<file path="config.mk">
export PLATFORM = sky130hd
export DESIGN_NAME = fbws_steer
export DESIGN_NICKNAME = d
export VERILOG_FILES = /design/src/rtl/fbws_pkg.sv /design/src/rtl/fbws_steer.sv
export SDC_FILE = /design/constraint.sdc
export NUM_CORES = 1
export LEC_CHECK = 0
export ABC_AREA = 0
export BUFFER_PORTS_ARGS = -buffer_cell sky130_fd_sc_hd__clkbuf_2
export CAP_MARGIN = 20
export CORE_MARGIN = 2
export CORE_UTILIZATION = 45
export DETAILED_ROUTE_END_ITERATION = 10
export PLACE_DENSITY_LB_ADDON = 0.2
export SLEW_MARGIN = 25
export SYNTH_ARGS = -nofsm -noshare
export SYNTH_HDL_FRONTEND = slang
export SYNTH_SLANG_ARGS = --single-unit
</file>
<file path="constraint.sdc">
create_clock -name ref_clk -period 2.92 [get_ports ref_clk]
set_clock_uncertainty 0.15 [all_clocks]
set_input_delay 0.146 -clock ref_clk [delete_from_list [all_inputs] [get_ports ref_clk]]
set_output_delay 0.146 -clock ref_clk [all_outputs]
set_load 0.02 [all_outputs]
</file>
<file path="src/rtl/fbws_pkg.sv">
// package: constants and types for the full-bridge steering stage
package fbws_pkg;
	localparam logic [2:0] MODE_FWD = 3'h2;
	localparam logic [2:0] MODE_REV = 3'h3;
	localparam logic [2:0] MODE_RESET = 3'h0;
	localparam int DB_W = 8;
	localparam logic [DB_W-1:0] DB_DEFAULT = 8'h04;
	localparam logic DIR_RESET = 1'b0;

	typedef enum {
		FBWS_OFF,
		FBWS_RUN,
		FBWS_WAIT_EDGE,
		FBWS_DEADBAND
	} fbws_state_t;

	typedef struct packed {
		logic a;
		logic b;
		logic c;
		logic d;
	} fbws_bridge_t;
endpackage

</file>
<file path="src/rtl/fbws_steer.sv">
// full-bridge steering of a modulated signal onto four bridge outputs
// Overview of operation
// - forward mode 010: A active, D modulated, B and C inactive.
// - reverse mode 011: C active, B modulated, A and D inactive.
// - only the mode field sets direction; changing it starts a switch.
// - new direction applies at next rising edge of modulated input.
// - at the switch A and C exchange their steady levels.
// - at the switch old modulated leg goes inactive, other leg modulates.
// - new modulated leg stays inactive until direction dead band elapses.
`timescale 1ns/10ps
module fbws_steer (
	input wire logic ref_clk,
	input wire logic rst_n,
	input wire logic [2:0] waveform_control_0,
	input wire logic [fbws_pkg::DB_W-1:0] dir_deadband,
	input wire logic mod_in,
	output fbws_pkg::fbws_bridge_t bridge_out,
	output logic switching
);
	logic mod_s1_reg;
	logic mod_s2_reg;
	logic mod_d_reg;
	logic [2:0] mode_s1_reg;
	logic [2:0] mode_reg;
	logic rise;
	logic is_fb;
	logic want_rev;
	logic dir_reg;
	logic mod_en_reg;
	logic [fbws_pkg::DB_W-1:0] db_cnt_reg;
	fbws_pkg::fbws_state_t state_reg;
	fbws_pkg::fbws_bridge_t bridge_next;

	always_ff @(posedge ref_clk) begin
		if (!rst_n) begin
			mod_s1_reg <= 1'b0;
			mod_s2_reg <= 1'b0;
			mod_d_reg <= 1'b0;
			mode_s1_reg <= fbws_pkg::MODE_RESET;
			mode_reg <= fbws_pkg::MODE_RESET;
		end else begin
			mod_s1_reg <= mod_in;
			mod_s2_reg <= mod_s1_reg;
			mod_d_reg <= mod_s2_reg;
			mode_s1_reg <= waveform_control_0;
			mode_reg <= mode_s1_reg;
		end
	end

	assign rise = mod_s2_reg & ~mod_d_reg;
	assign is_fb = (mode_reg == fbws_pkg::MODE_FWD) ||
		(mode_reg == fbws_pkg::MODE_REV);
	assign want_rev = (mode_reg == fbws_pkg::MODE_REV);

	// direction sequencer
	always_ff @(posedge ref_clk) begin
		if (!rst_n) begin
			state_reg <= fbws_pkg::FBWS_OFF;
			dir_reg <= fbws_pkg::DIR_RESET;
			mod_en_reg <= 1'b0;
			db_cnt_reg <= '0;
		end else begin
			unique case (state_reg)
				fbws_pkg::FBWS_OFF: begin
					mod_en_reg <= 1'b0;
					if (is_fb) begin
						dir_reg <= want_rev;
						mod_en_reg <= 1'b1;
						state_reg <= fbws_pkg::FBWS_RUN;
					end
				end
				fbws_pkg::FBWS_RUN: begin
					if (!is_fb) begin
						state_reg <= fbws_pkg::FBWS_OFF;
						mod_en_reg <= 1'b0;
					end else if (want_rev != dir_reg) begin
						state_reg <= fbws_pkg::FBWS_WAIT_EDGE;
					end
				end
				fbws_pkg::FBWS_WAIT_EDGE: begin
					if (!is_fb) begin
						state_reg <= fbws_pkg::FBWS_OFF;
						mod_en_reg <= 1'b0;
					end else if (want_rev == dir_reg) begin
						state_reg <= fbws_pkg::FBWS_RUN;
					end else if (rise) begin
						dir_reg <= want_rev;
						mod_en_reg <= 1'b0;
						db_cnt_reg <= dir_deadband;
						state_reg <= fbws_pkg::FBWS_DEADBAND;
					end
				end
				fbws_pkg::FBWS_DEADBAND: begin
					if (!is_fb) begin
						state_reg <= fbws_pkg::FBWS_OFF;
					end else if (db_cnt_reg == '0) begin
						mod_en_reg <= 1'b1;
						state_reg <= fbws_pkg::FBWS_RUN;
					end else begin
						db_cnt_reg <= db_cnt_reg - 1'b1;
					end
				end
			endcase
		end
	end

	always_comb begin
		bridge_next = '0;
		if (state_reg != fbws_pkg::FBWS_OFF) begin
			if (!dir_reg) begin
				bridge_next.a = 1'b1;
				bridge_next.d = mod_s2_reg & mod_en_reg;
			end else begin
				bridge_next.c = 1'b1;
				bridge_next.b = mod_s2_reg & mod_en_reg;
			end
		end
	end

	always_ff @(posedge ref_clk) begin
		if (!rst_n) begin
			bridge_out <= '0;
			switching <= 1'b0;
		end else begin
			bridge_out <= bridge_next;
			switching <= (state_reg == fbws_pkg::FBWS_WAIT_EDGE) ||
				(state_reg == fbws_pkg::FBWS_DEADBAND);
		end
	end
endmodule // fbws_steer

</file>
==> results of run 1 <==
## routing by layer
metal | routed length (um) | vias to the layer above | global-route usage, % | part of all wire (%)
met5 | 0 | - | 0 | 0
met4 | 40 | 0 | 6.272 | 1.9
met3 | 71 | 5 | 2.342 | 3.3
met2 | 992 | 17 | 25.51 | 46
met1 | 1056 | 443 | 20.35 | 49
li1 | - | 519 | - | -
## cells in the mapped netlist
cell       n
o31ai_1    2
xor2_1     1
ha_1       2
dfxtp_1   26
o211ai_1   4
inv_1      4
or2_2      1
nand3_1    1
xnor2_1    1
a21boi_2   1
o21ai_0   10
a211oi_1   1
or4b_4     1
nand2_1   19
o221a_2    2
nand2b_1   5
o221ai_4   1
a31oi_1    3
buf_2      3
or4_4      1
clkbuf_1   3
a21oi_1    7
nor3_1     4
o21ai_2    1
o211a_1    1
and2_1    12
nor2b_1    4
buf_6      1
o21bai_1   1
nor2_1     9
mux2_2     1
o21a_1     2
a211o_1    1
## cell type report
cell class	instances	area, sq um	area share (%)
repair buffers	26	170.2	12.08
well taps	30	37.54	2.664
flip-flops and latches	26	520.5	36.94
inverters	4	15.01	1.066
clock inverters	1	30.03	2.131
clock buffers	3	22.52	1.599
multi-input cells	99	613.1	43.52
## power by group through the flow
stage	Sequential, W	Clock [W]	Combinational, W
after floorplan	0.000371	0	0.0000198
after global placement	0.000372	0	0.0000306
after detailed placement	0.000372	0	0.0000314
after CTS	0.000365	0.000256	0.0000398
after global routing	0.000366	0.000270	0.0000452
final	0.000365	0.000247	0.0000396
## path summary, 6_finish.rpt
path / start / end / cells after the start
setup / recovery: db_cnt_reg[2]$_SDFFE_PN0P_ / db_cnt_reg[0]$_SDFFE_PN0P_ / 5
hold / removal: dir_deadband[3] / db_cnt_reg[3]$_SDFFE_PN0P_ / 5
setup reg to reg: db_cnt_reg[2]$_SDFFE_PN0P_ / db_cnt_reg[0]$_SDFFE_PN0P_ / 5
hold reg to reg: mod_s1_reg$_SDFF_PN0_ / mod_s2_reg$_SDFF_PN0_ / 1
## cells by family (layout without fill, tap and decap cells)
group,count (synthesis),count (layout),synth area share [%]
buf+inv,11,34,4.430
simple gates,57,57,24.68
xor+xnor,2,2,1.477
compound gates,37,37,22.47
mux,1,1,0.9493
flops,26,26,43.88
fa+ha+maj,2,2,2.109
## stage by stage
| step | cell area (sq um) | hold WS, ns | power (W) |
|---|---|---|---|
| after floorplan | 1186 | 0.1233 | 0.0003909 |
| after global placement | 1276 | 0.2007 | 0.0004026 |
| after detailed placement | 1276 | 0.2063 | 0.0004038 |
| after CTS | 1409 | 0.01774 | 0.0006604 |
| after global routing | 1409 | 0.04509 | 0.0006810 |
| final | 1409 | 0.02744 | 0.0006516 |
## critical path: cells and delay by family, from the launching register on
family             cells  cell delay (ns)
and+or+nand+nor        2             1.15
AOI/OAI and AO/OA      3             0.62
DFF                    1             0.39
==> flow_summary.ini, run 1 <==
[routing]
drtPass1Iterations = 4
drt_iter0_markers = 18
ant_nets = 0
dr_total_vias = 984
wl_per_cell_um = 11.43
routed_wl_um = 2160
via_per_inst = 5.206
drc = 0

[floorplan]
coreArea_sq_mm = 0.002477
ios = 19
num_rows = 18
die_h_um = 55.34
initial_core_util_pct = 47.88
chipWidth_um = 55.34
die_area_sq_mm = 0.003063

[power]
leakage_nw = 0.5888
p_clk_share_pct = 38.0
swShare_pct = 19.75
peakVddDrop_uv = 287.4
internal_power_w = 0.0005230
p_switching_w = 0.0001287
powerDensity_mw_per_mm2 = 462.5
pwr-share-seq_pct = 55.9
combPwrFrac_pct = 6.1

[global_route]
grt_pass1_wl_um = 3967
grt_overflow_total = 0
grt_max_degree = 27
grt_pass1_vias = 967
track_usage_pct = 15.54
antenna_found_initial = 0

[finish]
final_common_cell = dfxtp_1
fillCellCount = 236
fin_cells = 189
synthToLayoutAreaGrowth_pct = 18.78
post-route-util_pct = 56.87
n_antenna_cell = 0
largest_reg_flops = 8
drive_gt1_share_pct = 19.50
nNetsFinal = 176
final_cell_mix = dfxtp_1, nand2_1, clkbuf_2

[synth]
synth_area_leaders = dfxtp_1, and2_1, nand2_1, o21ai_0, a21oi_1
syn_area_sq_mm = 0.001186
synth-seq-area-share_pct = 43.88
yosysTopAreaCell = dfxtp_1
synth_top_area_share_pct = 43.88
synth_area_per_cell_sq_um = 8.722
synth_nets = 152
ys_ff_latch = 26
yosysWarnings = 0
syn-instance-count = 136
synth.distinct_cells = 33

[critical_path]
crit_chain = or4_4, or4b_4, o221ai_4, o21bai_1, a21oi_1
required_ns = 3.01
cp_max_fo = 14
arrival_ns = 2.48
critPathCaptureType = flip-flop
max_stage_delay_ns = 0.58
crit_path_start_kind = flip-flop
reg2reg_slack_ns = 0.53
cp_slowest_cell = or4b_4
crit_type = reg -> reg

[timing]
drv_slew = 0
finalSetupViolations = 0
final_hold_viol_count = 0
layout_min_cycle_time_ns = 2.393
period_share_pct = 81.95
layout_setup_ws_ns = 0.5270
tightest_slew_ns = 0.4559
clock.fmax_ghz = 0.4179
fin_setup_tns_ns = 0
grt_setup_unrepaired = false
max-slew-margin-rel_pct = 69.53

[place]
place.gp.congestion = 0.8441
dpl.cell_count = 177
hpwlAfterDp_um = 1482
place_ws_ns = 0.5448
io_buffer_count = 18

[clocking]
cts_sinks = 26
tritoncts = yes
clockBufferDepth = 2
cts_resized = 0
numCtsBuffers = 3
insertion_delay_ns = 0.32
cts_setup_buffers = 0
root_buffer = clkbuf_4
cts_hold_buf = 8
clkTransAtPathRegs_ns = 0.15
htree_levels = 1

[run_status]
outcome = finished, final reports clean

[job]
drv_cap = 0

[hold_path]
hold_class = in -> reg
(Power assumes the default switching activity.)
==> run 2: changes to the inputs <==
clock period = 2.4 ns   (was 2.92 ns; I/O delays follow)
==> flow_summary.ini, run 2 (synthesis gave the netlist of run 1 again) <==
[floorplan]
die_area_sq_mm = 0.003063
die_h_um = 55.34
ios = 19
chipWidth_um = 55.34
coreArea_sq_mm = 0.002477
num_rows = 18
initial_core_util_pct = 47.88

[critical_path]
crit_type = reg -> reg
max_stage_delay_ns = 0.58
cp_max_fo = 5
crit_path_start_kind = flip-flop
cp_slowest_cell = or4b_4
critPathCaptureType = flip-flop
arrival_ns = 2.40
crit_chain = or4_4, or4b_4, o221ai_4, buf_4, o21bai_1, a21oi_1
required_ns = 2.48

[finish]
final_cell_mix = dfxtp_1, nand2_1, clkbuf_2
drive_gt1_share_pct = 21.34
n_antenna_cell = 0
final_common_cell = dfxtp_1
fin_cells = 194
post-route-util_pct = 58.48
largest_reg_flops = 8
nNetsFinal = 181
seq_area_sq_um = 520.5
synthToLayoutAreaGrowth_pct = 22.15
fillCellCount = 231
multi_input_area_sq_um = 613.1

[power]
swShare_pct = 19.42
peakVddDrop_uv = 433.7
internal_power_w = 0.0006373
pwr-share-seq_pct = 56.1
p_clk_share_pct = 37.7
total_power_w = 0.0007908
p_switching_w = 0.0001536
powerDensity_mw_per_mm2 = 545.8
leakage_nw = 0.6107
combPwrFrac_pct = 6.2

[global_route]
grt_pass1_wl_um = 3843
grt_pass1_vias = 877
track_usage_pct = 15.39
grt_overflow_total = 0
antenna_found_initial = 0
grt_max_degree = 27

[job]
drv_cap = 0

[hold_path]
hold_class = in -> reg

[timing]
final_hold_viol_count = 0
finalSetupViolations = 0
period_share_pct = 96.87
whs_ns = 0.02073
clock.fmax_ghz = 0.4301
layout_min_cycle_time_ns = 2.325
max-slew-margin-rel_pct = 68.32
fin_setup_tns_ns = 0
grt_setup_unrepaired = false
drv_slew = 0
tightest_slew_ns = 0.4741

[clocking]
htree_levels = 1
cts_sinks = 26
root_buffer = clkbuf_4
tritoncts = yes
insertion_delay_ns = 0.32
numCtsBuffers = 3
clockBufferDepth = 2
clkTransAtPathRegs_ns = 0.14
cts_resized = 0

[routing]
drc = 0
ant_nets = 0
drt_iter0_markers = 18
wl_per_cell_um = 11.20
routed_wl_um = 2173
drtPass1Iterations = 4
dr_total_vias = 978
via_per_inst = 5.041

[place]
place.gp.congestion = 0.8160
dpl.cell_count = 178
io_buffer_count = 18
hpwlAfterDp_um = 1472

[run_status]
outcome = finished, final reports clean
-- run 2: stage by stage --
step	setup slack [ns]	cell area, sq um
3_3_place_gp	0.1240	1284
3_5_place_dp	0.07596	1284
5_1_grt	0.02061	1449
4_1_cts	0.01818	1426
6_report	0.07508	1449
2_1_floorplan	0.1944	1186
-- run 2: final timing paths --
path	end	slack, ns	depth (start not counted)	start
setup reg to reg	db_cnt_reg[0]$_SDFFE_PN0P_	0.08	6	db_cnt_reg[3]$_SDFFE_PN0P_
hold / removal	db_cnt_reg[6]$_SDFFE_PN0P_	0.02	4	dir_deadband[6]
setup / recovery	db_cnt_reg[0]$_SDFFE_PN0P_	0.08	6	db_cnt_reg[3]$_SDFFE_PN0P_
hold reg to reg	mode_reg[0]$_SDFF_PN0_	0.30	1	mode_s1_reg[0]$_SDFF_PN0_
-- run 2: layout make-up --
| class | instances | area share [%] |
|---|---|---|
| tap | 30 | 2.591 |
| timing repair buffer | 31 | 14.51 |
| multi-input combinational | 99 | 42.31 |
| clock buffer | 3 | 1.554 |
| sequential | 26 | 35.92 |
| clock inverter | 1 | 2.073 |
| inverter | 4 | 1.036 |
-- run 2: power groups by stage --
stage	combinational [W]	sequential (W)	clock [W]
after floorplan	0.0000241	0.000452	0
after global placement	0.0000371	0.000453	0
after detailed placement	0.0000380	0.000453	0
after CTS	0.0000494	0.000444	0.000309
after global routing	0.0000553	0.000445	0.000326
final	0.0000490	0.000443	0.000299
-- run 2: metal layers --
layer	vias up	GRT usage [%]	part of all wire [%]
met4	0	8.711	2.0
met3	4	2.342	4.3
li1	522	-	-
met2	23	22.28	45
met5	-	0	0
met1	429	21.63	49
-- run 2: what timing repair did --
action / CTS / global route
endpoints found under the hold margin: 9 / 0
setup buffers: 0 / 3
hold buffers: 9 / 0
endpoints found under the setup margin: 0 / 6
-- run 2: worst max-delay path: cells and delay by family (launching register included) --
family / cells / cell delay, ns
and+or+nand+nor: 2 / 1.13
AOI/OAI and AO/OA: 3 / 0.41
DFF: 1 / 0.36
buffers and inverters: 1 / 0.19
